$ cat config.mk
export PLATFORM = sky130hd
export DESIGN_NAME = uhtf_regs
export DESIGN_NICKNAME = d
export VERILOG_FILES = /design/src/uhtf_pkg.sv /design/src/uhtf_regs.sv /design/src/uhtf_cnt.sv
export SDC_FILE = /design/constraint.sdc
export NUM_CORES = 1
export LEC_CHECK = 0
export ABC_CLOCK_PERIOD_IN_PS = 4500
export BUFFER_PORTS_ARGS = -buffer_cell sky130_fd_sc_hd__buf_2
export CORE_UTILIZATION = 52
export CTS_BUF_LIST = sky130_fd_sc_hd__clkbuf_2 sky130_fd_sc_hd__clkbuf_4 sky130_fd_sc_hd__clkbuf_8
export DETAILED_ROUTE_END_ITERATION = 10
export PLACE_DENSITY = 0.84
export SLEW_MARGIN = 20
export SYNTH_ARGS = -nofsm -noshare
export SYNTH_HDL_FRONTEND = slang
export SYNTH_SLANG_ARGS = --single-unit
$ cat constraint.sdc
create_clock -name i_sys_clk -period 4.5 [get_ports i_sys_clk]
set_input_delay 0 -clock i_sys_clk [delete_from_list [all_inputs] [get_ports i_sys_clk]]
set_output_delay 0 -clock i_sys_clk [all_outputs]
set_load 0.03 [all_outputs]
$ cat src/uhtf_pkg.sv
// Package with register map, field layout, codes and timing for the token/frame register block
package uhtf_pkg;
    // Register byte offsets (word aligned)
    localparam logic [7:0] OFF_FRAME_NUMBER_LOW = 8'h00;
    localparam logic [7:0] OFF_FRAME_NUMBER_HIGH = 8'h04;
    localparam logic [7:0] OFF_TOKEN_COMMAND = 8'h08;
    localparam logic [7:0] OFF_FRAME_END_THRESHOLD = 8'h0C;
    localparam logic [7:0] OFF_LINK_CONTROL = 8'h10;
    localparam logic [7:0] OFF_LINK_STATUS = 8'h14;
    // Field positions
    localparam int PID_LSB = 4;
    localparam int EP_LSB = 0;
    localparam int FRAME_HIGH_W = 3;
    localparam int CTRL_HOST_BIT = 0;
    localparam int CTRL_SOF_BIT = 1;
    localparam int CTRL_SLOW_BIT = 2;
    localparam int STAT_BUSY_BIT = 0;
    // Reset values
    localparam logic [7:0] RESET_BYTE = 8'h00;
    localparam logic [10:0] RESET_FRAME = 11'h000;
    // Packet type codes
    localparam logic [3:0] PID_OUT = 4'h1;
    localparam logic [3:0] PID_IN = 4'h9;
    localparam logic [3:0] PID_SETUP = 4'hD;
    // Recommended guard counts per packet size
    localparam logic [7:0] GUARD_64 = 8'h4A;
    localparam logic [7:0] GUARD_32 = 8'h2A;
    localparam logic [7:0] GUARD_16 = 8'h1A;
    localparam logic [7:0] GUARD_8 = 8'h12;
    // Frame period
    localparam int CLK_MHZ = 100;
    localparam int FRAME_US = 1000;
    localparam int FRAME_CYCLES = FRAME_US * CLK_MHZ;
    // One guard-count unit in system clocks (one full-speed byte time, about 667 ns)
    localparam int GUARD_UNIT_CYCLES = 67;
endpackage : uhtf_pkg

$ cat src/uhtf_regs.sv
// Token, frame number and frame-end guard registers of a full-speed USB controller
// Function
// RULE1: Frame number low byte, read-only, resets zero
// RULE2: Frame number upper three bits, read-only
// RULE3: Received start-of-frame loads both frame fields
// RULE4: Upper frame register bits 31-3 read zero
// RULE5: Packet type bits 7-4: OUT, IN, SETUP
// RULE6: Software writes only the three packet codes
// RULE7: Software writes valid endpoint in bits 3-0
// RULE8: Eight-bit read/write guard count, resets zero
// RULE9: Recommended guard counts for 64/32/16 bytes
// RULE10: Recommended guard count for 8-byte packets
// RULE11: Software checks busy before new token
// RULE12: Host sends start-of-frame every millisecond
// RULE13: Slow select picks speed of next token
// RULE14: Token write starts transaction, sets busy
// RULE15: No new token when frame time short
//
// The Avalon-MM slave port and the register offsets were chosen for this implementation.
`timescale 1ns/1ns
module uhtf_regs #(
    parameter int FRAME_CYCLES = uhtf_pkg::FRAME_CYCLES, // Cycles per 1 ms frame
    parameter int GUARD_UNIT = uhtf_pkg::GUARD_UNIT_CYCLES // Cycles per guard unit
) (
    input wire logic i_sys_clk, // 100 MHz clock
    input wire logic i_rstn, // Async reset, active low
    input wire logic [7:0] i_avs_address, // Byte address
    input wire logic i_avs_read, // Read request
    input wire logic i_avs_write, // Write request
    input wire logic [31:0] i_avs_writedata, // Write data
    input wire logic [3:0] i_avs_byteenable, // Byte enables
    output logic [31:0] o_avs_readdata, // Read data, registered
    output logic o_avs_waitrequest, // Stall until answer ready
    input wire logic i_sof_rx, // Pulse: start-of-frame token received
    input wire logic [10:0] i_sof_rx_frame, // Frame number in that token
    output logic o_tok_start, // Pulse: launch token on the bus
    output logic [3:0] o_tok_pid, // Packet type of launched token
    output logic [3:0] o_tok_endpoint, // Endpoint of launched token
    output logic o_tok_slow, // Token to run at low speed
    input wire logic i_tok_done, // Pulse: bus transaction completed
    output logic o_sof_tx, // Pulse: send start-of-frame token
    output logic [10:0] o_sof_tx_frame // Frame number to send
);
    typedef enum logic [1:0] {
        UHTF_IDLE = 2'b00,
        UHTF_WAIT = 2'b01,
        UHTF_BUSY = 2'b11
    } uhtf_tok_e;

    // Decode of an aligned word offset
    function automatic logic uhtf_hit(input logic [7:0] addr, input logic [7:0] off);
        uhtf_hit = (addr[7:2] == off[7:2]);
    endfunction : uhtf_hit

    logic ack_reg, ack_next;
    logic [31:0] rdata_reg, rdata_next;
    logic [7:0] frame_lo_reg, frame_lo_next;
    logic [2:0] frame_hi_reg, frame_hi_next;
    logic [7:0] tok_reg, tok_next;
    logic [7:0] guard_reg, guard_next;
    logic [2:0] ctrl_reg, ctrl_next;
    uhtf_tok_e st_reg, st_next;
    logic start_reg, start_next;
    logic slow_reg, slow_next;
    logic [10:0] tx_frame_reg, tx_frame_next;
    logic sof_tick;
    logic [31:0] frame_left;
    logic wr_en, rd_en, busy, host_on, sof_on, room_ok;
    logic [31:0] guard_cycles;

    assign host_on = ctrl_reg[uhtf_pkg::CTRL_HOST_BIT];
    assign sof_on = ctrl_reg[uhtf_pkg::CTRL_SOF_BIT];
    assign busy = (st_reg != UHTF_IDLE);

    // One-cycle stall then answer; write takes effect on the ack edge
    assign o_avs_waitrequest = (i_avs_read | i_avs_write) & ~ack_reg;
    assign wr_en = i_avs_write & ack_reg;
    assign rd_en = i_avs_read & ~ack_reg;

    // Frame timer, runs only while the host generates frames
    uhtf_cnt #(
        .PERIOD(FRAME_CYCLES)
    ) u_cnt (
        .i_sys_clk(i_sys_clk),
        .i_rstn(i_rstn),
        .i_run(host_on & sof_on),
        .o_tick(sof_tick),
        .o_left(frame_left)
    );

    // Guard converted to cycles; product fits easily in 32 bits
    assign guard_cycles = 32'(guard_reg) * 32'(GUARD_UNIT);
    // Without frame generation there is no frame end to protect
    assign room_ok = ~(host_on & sof_on) | (frame_left >= guard_cycles); // RULE15

    // Bus handshake and read mux
    always_comb begin
        ack_next = (i_avs_read | i_avs_write) & ~ack_reg;
        rdata_next = rdata_reg;
        if (rd_en) begin
            rdata_next = 32'h0000_0000;
            if (uhtf_hit(i_avs_address, uhtf_pkg::OFF_FRAME_NUMBER_LOW)) begin
                rdata_next[7:0] = frame_lo_reg; // RULE1
            end else if (uhtf_hit(i_avs_address, uhtf_pkg::OFF_FRAME_NUMBER_HIGH)) begin
                rdata_next[2:0] = frame_hi_reg; // RULE2 RULE4
            end else if (uhtf_hit(i_avs_address, uhtf_pkg::OFF_TOKEN_COMMAND)) begin
                rdata_next[7:0] = tok_reg;
            end else if (uhtf_hit(i_avs_address, uhtf_pkg::OFF_FRAME_END_THRESHOLD)) begin
                rdata_next[7:0] = guard_reg; // RULE8
            end else if (uhtf_hit(i_avs_address, uhtf_pkg::OFF_LINK_CONTROL)) begin
                rdata_next[2:0] = ctrl_reg;
            end else if (uhtf_hit(i_avs_address, uhtf_pkg::OFF_LINK_STATUS)) begin
                rdata_next[uhtf_pkg::STAT_BUSY_BIT] = busy;
            end
        end
    end

    // Software-written registers; frame fields follow the link
    always_comb begin
        guard_next = guard_reg;
        ctrl_next = ctrl_reg;
        frame_lo_next = frame_lo_reg;
        frame_hi_next = frame_hi_reg;
        tx_frame_next = tx_frame_reg;
        if (wr_en && i_avs_byteenable[0]) begin
            if (uhtf_hit(i_avs_address, uhtf_pkg::OFF_FRAME_END_THRESHOLD)) begin
                guard_next = i_avs_writedata[7:0]; // RULE8 RULE9 RULE10
            end
            if (uhtf_hit(i_avs_address, uhtf_pkg::OFF_LINK_CONTROL)) begin
                ctrl_next = i_avs_writedata[2:0];
            end
        end
        if (i_sof_rx) begin
            frame_lo_next = i_sof_rx_frame[7:0]; // RULE3
            frame_hi_next = i_sof_rx_frame[10:8]; // RULE3
        end
        if (sof_tick) begin
            tx_frame_next = tx_frame_reg + 11'h001; // RULE12
        end
        // Toggling host role clears the host frame counter
        if (ctrl_next[uhtf_pkg::CTRL_HOST_BIT] != host_on) begin
            tx_frame_next = uhtf_pkg::RESET_FRAME;
        end
    end

    // Token state: a write waits for room, then launches and stays busy to completion
    always_comb begin
        tok_next = tok_reg;
        st_next = st_reg;
        start_next = 1'b0;
        slow_next = slow_reg;
        unique case (st_reg)
            UHTF_IDLE: begin
                // Writes while busy are dropped; software must poll first
                if (wr_en && i_avs_byteenable[0] && uhtf_hit(i_avs_address, uhtf_pkg::OFF_TOKEN_COMMAND)) begin
                    tok_next = i_avs_writedata[7:0]; // RULE5 RULE6 RULE7 RULE11
                    slow_next = ctrl_reg[uhtf_pkg::CTRL_SLOW_BIT]; // RULE13
                    st_next = UHTF_WAIT; // RULE14
                end
            end
            UHTF_WAIT: begin
                if (room_ok) begin
                    start_next = 1'b1; // RULE14 RULE15
                    st_next = UHTF_BUSY;
                end
            end
            UHTF_BUSY: begin
                if (i_tok_done && !start_reg) begin
                    st_next = UHTF_IDLE; // RULE14
                end
            end
            default: begin
                st_next = UHTF_IDLE;
            end
        endcase
    end

    // State registers
    always_ff @(posedge i_sys_clk or negedge i_rstn) begin
        if (!i_rstn) begin
            ack_reg <= 1'b0;
            rdata_reg <= 32'h0000_0000;
            frame_lo_reg <= uhtf_pkg::RESET_BYTE;
            frame_hi_reg <= 3'h0;
            tok_reg <= uhtf_pkg::RESET_BYTE;
            guard_reg <= uhtf_pkg::RESET_BYTE;
            ctrl_reg <= 3'h0;
            st_reg <= UHTF_IDLE;
            start_reg <= 1'b0;
            slow_reg <= 1'b0;
            tx_frame_reg <= uhtf_pkg::RESET_FRAME;
        end else begin
            ack_reg <= ack_next;
            rdata_reg <= rdata_next;
            frame_lo_reg <= frame_lo_next;
            frame_hi_reg <= frame_hi_next;
            tok_reg <= tok_next;
            guard_reg <= guard_next;
            ctrl_reg <= ctrl_next;
            st_reg <= st_next;
            start_reg <= start_next;
            slow_reg <= slow_next;
            tx_frame_reg <= tx_frame_next;
        end
    end

    assign o_avs_readdata = rdata_reg;
    assign o_tok_start = start_reg;
    assign o_tok_pid = tok_reg[uhtf_pkg::PID_LSB +: 4];
    assign o_tok_endpoint = tok_reg[uhtf_pkg::EP_LSB +: 4];
    assign o_tok_slow = slow_reg;
    assign o_sof_tx = sof_tick; // RULE12
    assign o_sof_tx_frame = tx_frame_reg;
endmodule : uhtf_regs

$ cat src/uhtf_cnt.sv
// Frame-period down counter with start-of-frame strobe
`timescale 1ns/1ns
module uhtf_cnt #(
    parameter int PERIOD = uhtf_pkg::FRAME_CYCLES
) (
    input wire logic i_sys_clk, // System clock
    input wire logic i_rstn, // Async reset, active low
    input wire logic i_run, // Count enable level
    output logic o_tick, // One-cycle strobe at frame start
    output logic [31:0] o_left // Cycles left in frame
);
    logic [31:0] cnt_reg;
    logic [31:0] cnt_next;
    logic tick_reg;
    logic tick_next;

    // Reload at zero; holds at full period while stopped
    always_comb begin
        tick_next = 1'b0;
        if (!i_run) begin
            cnt_next = 32'(PERIOD - 1);
        end else if (cnt_reg == 32'h0000_0000) begin
            cnt_next = 32'(PERIOD - 1);
            tick_next = 1'b1;
        end else begin
            cnt_next = cnt_reg - 32'h0000_0001;
        end
    end

    // State registers
    always_ff @(posedge i_sys_clk or negedge i_rstn) begin
        if (!i_rstn) begin
            cnt_reg <= 32'h0000_0000;
            tick_reg <= 1'b0;
        end else begin
            cnt_reg <= cnt_next;
            tick_reg <= tick_next;
        end
    end

    assign o_tick = tick_reg;
    assign o_left = cnt_reg;
endmodule : uhtf_cnt

==> impl_metrics.env, run 1 <==
export IMPL_worst_slew_pin_slew_ns=1.01
export IMPL_via_per_inst=5.52
export IMPL_p_per_area_mw_per_mm2=284
export IMPL_rsz0062_at_grt="false"
export IMPL_async_flop_share=1.00
export IMPL_die_h_um=103
export IMPL_antenna_found_initial=0
export IMPL_portBuffers=62
export IMPL_fin_worst_skew_ns=0.0135
export IMPL_worstPathRequired_ns=4.81
export IMPL_holdCritStartpoint="i_avs_address[4]"
export IMPL_final_cell_mix="87 x dfrtp_1, 64 x nor2_1, 61 x buf_2"
export IMPL_synth_edf_count=0
export IMPL_dpl_cell_area_mm2=0.00558
export IMPL_pin_count=116
export IMPL_post_route_period_util=0.907
export IMPL_ys_ff_latch=87
export IMPL_tns_ns=0
export IMPL_largest_register_ffs=32
export IMPL_grt_pass1_vias=4013
export IMPL_place_gp_congestion=0.872
export IMPL_overflow=0
export IMPL_finalInstanceArea_mm2=0.00604
export IMPL_synth_cell_area_mm2=0.00526
export IMPL_core_area_mm2=0.00977
export IMPL_clock_latency_ns=0.37
export IMPL_maxSlewHeadroom=0.322
export IMPL_grtUsageMet1=0.282
export IMPL_numCtsBuffers=9
export IMPL_drt_iter0_markers=155
export IMPL_worstSetupEndpointType="flop"
export IMPL_met2_usage=0.401
export IMPL_n_antenna_cell=0
export IMPL_ctsResizeCount=0
export IMPL_hold_violations=0
export IMPL_finalWirelength_um=11500
export IMPL_synth_seq_area_share=0.414
export IMPL_arrival_ns=4.40
export IMPL_via_count=4099
export IMPL_power_leakage_nw=2.74
export IMPL_synth_cell_types=53
export IMPL_period_needed_ns=4.08
export IMPL_grt_max_degree=88
export IMPL_htreeDepth=3
export IMPL_syn_to_final_growth_pct=14.9
export IMPL_cap_violations=0
export IMPL_avgSynthCellArea_um2=10.0
export IMPL_grt_pass1_wl_um=18700
export IMPL_path_class="flop to flop"
export IMPL_ir_drop_v=0.000152
export IMPL_cts_tree="yes"
export IMPL_grt_usage=0.230
export IMPL_first_pass_iters=5
export IMPL_start_util=0.538
export IMPL_synth_warnings=0
export IMPL_fp_row_count=36
export IMPL_max_freq_ghz=0.245
export IMPL_dp_hpwl_um=7920
export IMPL_ant_nets=0
export IMPL_cp_max_fo=5
export IMPL_die_area_mm2=0.0105
export IMPL_status="complete, no violations"
export IMPL_slew_violations=0
export IMPL_synth_ff_type="dfrtp_1"
export IMPL_postSynthCellCount=524
export IMPL_clk_pin_slew_ns=0.09
export IMPL_die_width_um=103
export IMPL_drive_above_1_share=0.189
export IMPL_design_final_nets=711
export IMPL_root_buffer="clkbuf_8"
export IMPL_setup_viol=0
export IMPL_busiest_layer="met2"
export IMPL_routedWlPerCell_um=15.4
export IMPL_grtUsageMet3=0.0447
export IMPL_final_common_cell="dfrtp_1"
export IMPL_clock_sinks=87
export IMPL_cp_start_kind="flop"
export IMPL_holdBufCountCts=23
export IMPL_cts_path_max_buffers=2
export IMPL_post_cts_buffers=0
export IMPL_startpoint="guard_reg[2]"
export IMPL_hold_class="input port to flop"
export IMPL_drc=0
export IMPL_reg2reg_from="guard_reg[2]"
## logic make-up after synthesis
family	Yosys count	share of synthesized area
buffers and inverters	50	0.0550
muxes	42	0.0871
other	1	0.000713
AOI/OAI and AO/OA	69	0.0824
adders and majority gates	45	0.109
xor gates and xnor gates	48	0.0800
DFF	87	0.414
and+or+nand+nor	182	0.172
## power by group
part | total (mW) | switching, mW | internal (mW)
clock | 0.628 | 0.297 | 0.331
combinational | 0.250 | 0.153 | 0.0968
sequential | 0.836 | 0.0275 | 0.809
## metal layers
| layer | vias to the layer above | wire, um |
|---|---|---|
| li1 | 1978 | - |
| met1 | 1988 | 4980 |
| met2 | 114 | 5820 |
| met3 | 19 | 480 |
| met4 | 0 | 170 |
| met5 | - | 0 |
## synthesized netlist by cell type (all sizes together), types with 5 or more instances
master,instances,area (um2)
nand3,11,60.1
xnor2,30,263
nand4,6,37.5
dfrtp,87,2180
or4,5,37.5
inv,12,45.0
xor2,18,158
a211oi,6,45.0
or3,7,43.8
nor2b,6,37.5
ha,44,551
nor4,13,81.3
nand2,33,124
mux2,30,338
o21ai,18,90.1
nor3,19,111
clkbuf,8,30.0
mux2i,12,120
buf,30,214
nor2,65,246
a21oi,22,110
## path summary, 6_finish.rpt
path	slack, ns	to	cells after the start
min	0.06	o_avs_readdata[0]	3
min in group asynchronous	0.25	guard_reg[4]	2
max in group asynchronous	3.73	o_sof_tx_frame[0]	2
max	0.42	o_tok_start	14
max reg2reg	0.42	o_tok_start	14
min reg2reg	0.48	o_avs_readdata[0]	2
## per-stage QoR
| stage | std cells | worst slack [ns] | hold slack [ns] | utilization | power, mW |
|---|---|---|---|---|---|
| floorplan | 547 | 0.897 | -0.296 | - | 1.02 |
| global placement | 704 | 0.599 | 0.230 | 0.571 | 1.07 |
| detailed placement | 704 | 0.497 | 0.236 | 0.571 | 1.08 |
| CTS | 743 | 0.435 | 0.0710 | 0.618 | 1.71 |
| global route | 743 | 0.127 | 0.0881 | 0.618 | 1.79 |
| finish | 743 | 0.417 | 0.0617 | 0.618 | 1.71 |
## final cells by class
class	count	area, um2
clock buffers	10	138
clock inverters	6	91.3
fillers	758	3730
inverters	12	45.0
multi-input cells	410	2880
flip-flops and latches	87	2180
well taps	133	166
repair buffers	85	547
## worst max-delay path, stage by stage (launching register included)
cell and delay (ns):
dfrtp_1 0.45, ha_1 0.32, ha_1 0.30, ha_1 0.30, ha_1 0.35, a21oi_1 0.14, o21ai_0 0.20, or3_1 0.37
mux2i_1 0.18, a311oi_1 0.08, ha_1 0.33, nand4b_1 0.12, or4_1 0.53, o2111ai_1 0.16, and3b_1 0.20
(Power assumes the default switching activity.)
==> run 2: changes to the inputs <==
RECOVER_POWER = 50   (was unset)
==> impl_metrics.env, run 2 (synthesis results as in run 1) <==
export IMPL_path_class="flop to flop"
export IMPL_die_h_um=103
export IMPL_ir_drop_v=0.000152
export IMPL_start_util=0.538
export IMPL_grt_pass1_vias=4013
export IMPL_power_leakage_nw=2.72
export IMPL_n_antenna_cell=0
export IMPL_grt_pass1_wl_um=18700
export IMPL_nFillCells=763
export IMPL_worst_slew_pin_slew_ns=2.12
export IMPL_ctsResizeCount=0
export IMPL_htreeDepth=3
export IMPL_antenna_found_initial=0
export IMPL_largest_register_ffs=32
export IMPL_multi_input_area_mm2=0.00288
export IMPL_cts_tree="yes"
export IMPL_tns_ns=0
export IMPL_cap_violations=1
export IMPL_maxSlewHeadroom=-0.412
export IMPL_overflow=0
export IMPL_finalHoldWorstSlack_ns=0.0603
export IMPL_place_gp_congestion=0.872
export IMPL_pin_count=116
export IMPL_via_per_inst=5.51
export IMPL_violations="max-capacitance violations, max-slew violations"
export IMPL_max_freq_ghz=0.244
export IMPL_numCtsBuffers=9
export IMPL_post_cts_buffers=0
export IMPL_drive_above_1_share=0.182
export IMPL_rsz0062_at_grt="false"
export IMPL_design_final_nets=711
export IMPL_holdCritStartpoint="i_avs_address[4]"
export IMPL_portBuffers=62
export IMPL_clk_pin_slew_ns=0.09
export IMPL_dp_hpwl_um=7920
export IMPL_syn_to_final_growth_pct=14.7
export IMPL_via_count=4094
export IMPL_holdBufCountCts=23
export IMPL_cts_path_max_buffers=2
export IMPL_clock_sinks=87
export IMPL_first_pass_iters=4
export IMPL_slew_violations=88
export IMPL_routedWlPerCell_um=15.4
export IMPL_core_area_mm2=0.00977
export IMPL_status="complete, but fails checks"
export IMPL_hold_class="input port to flop"
export IMPL_cp_max_fo=6
export IMPL_period_needed_ns=4.09
export IMPL_utilization=0.617
export IMPL_drc=0
export IMPL_p_per_area_mw_per_mm2=284
export IMPL_hold_violations=0
export IMPL_setup_viol=0
export IMPL_final_common_cell="dfrtp_1"
export IMPL_clock_latency_ns=0.37
export IMPL_worstPathRequired_ns=4.82
export IMPL_grt_usage=0.230
export IMPL_final_cell_mix="87 x dfrtp_1, 64 x nor2_1, 57 x buf_2"
export IMPL_final_seq_area_mm2=0.00218
export IMPL_grt_max_degree=88
export IMPL_startpoint="guard_reg[7]"
export IMPL_finalWirelength_um=11500
export IMPL_ant_nets=0
export IMPL_cp_start_kind="flop"
export IMPL_arrival_ns=4.41
export IMPL_die_area_mm2=0.0105
export IMPL_fin_worst_skew_ns=0.0137
export IMPL_worstSetupEndpointType="flop"
export IMPL_reg2reg_from="guard_reg[7]"
export IMPL_drt_iter0_markers=154
export IMPL_fp_row_count=36
export IMPL_post_route_period_util=0.910
export IMPL_die_width_um=103
export IMPL_root_buffer="clkbuf_8"
run 2: changes by cell type in the layout (fill, tap and decap cells not counted), sizes merged:
cell    previous run  this run
buf               62        57
clkbuf            10        15
run 2: cell type report:
| class | count | area share |
|---|---|---|
| clock buffer | 10 | 0.0228 |
| clock inverter | 6 | 0.0151 |
| inverter | 12 | 0.00747 |
| multi-input combinational | 410 | 0.477 |
| sequential | 87 | 0.361 |
| tap | 133 | 0.0276 |
| timing repair buffer | 85 | 0.0888 |
run 2: path summary, 6_finish.rpt:
check,end,slack [ns],cells after the start
worst max register to register,o_tok_start,0.41,14
worst min-delay path,o_avs_readdata[0],0.06,3
worst min register to register,o_avs_readdata[0],0.48,2
min in group asynchronous,guard_reg[5],0.77,2
max in group asynchronous,o_sof_tx_frame[0],2.49,2
worst max-delay path,o_tok_start,0.41,14
run 2: per-layer routing:
metal  vias to the layer above  wire (um)  GRT usage  part of all wire
met5                         -          0          0                 0
met3                        16        487     0.0447             0.042
met4                         0        161     0.0879             0.014
met1                      1987       5000      0.282              0.44
li1                       1982          -          -                 -
met2                       109       5820      0.401              0.51
run 2: power by group:
part	internal [mW]	leakage (nW)	switching (mW)	total [mW]
Sequential	0.809	1.07	0.0276	0.837
Combinational	0.0959	1.53	0.154	0.249
Clock	0.331	0.117	0.298	0.629
run 2: stage by stage:
step | total power, mW | worst slack [ns] | instances | cell area [um2]
final | 1.72 | 0.406 | 743 | 6030
after CTS | 1.71 | 0.435 | 743 | 6040
after global placement | 1.07 | 0.599 | 704 | 5580
after floorplan | 1.02 | 0.897 | 547 | 5340
after detailed placement | 1.08 | 0.497 | 704 | 5580
after global routing | 1.78 | 0.127 | 743 | 6030
run 2: worst max-delay path: stages, from the launching register on:
cell and delay, ns:
dfrtp_1 0.47, ha_1 0.31, ha_1 0.30, ha_1 0.30, ha_1 0.35, a21oi_1 0.14, o21ai_0 0.20, or3_1 0.37
mux2i_1 0.18, a311oi_1 0.08, ha_1 0.33, nand4b_1 0.12, or4_1 0.53, o2111ai_1 0.16, and3b_1 0.20
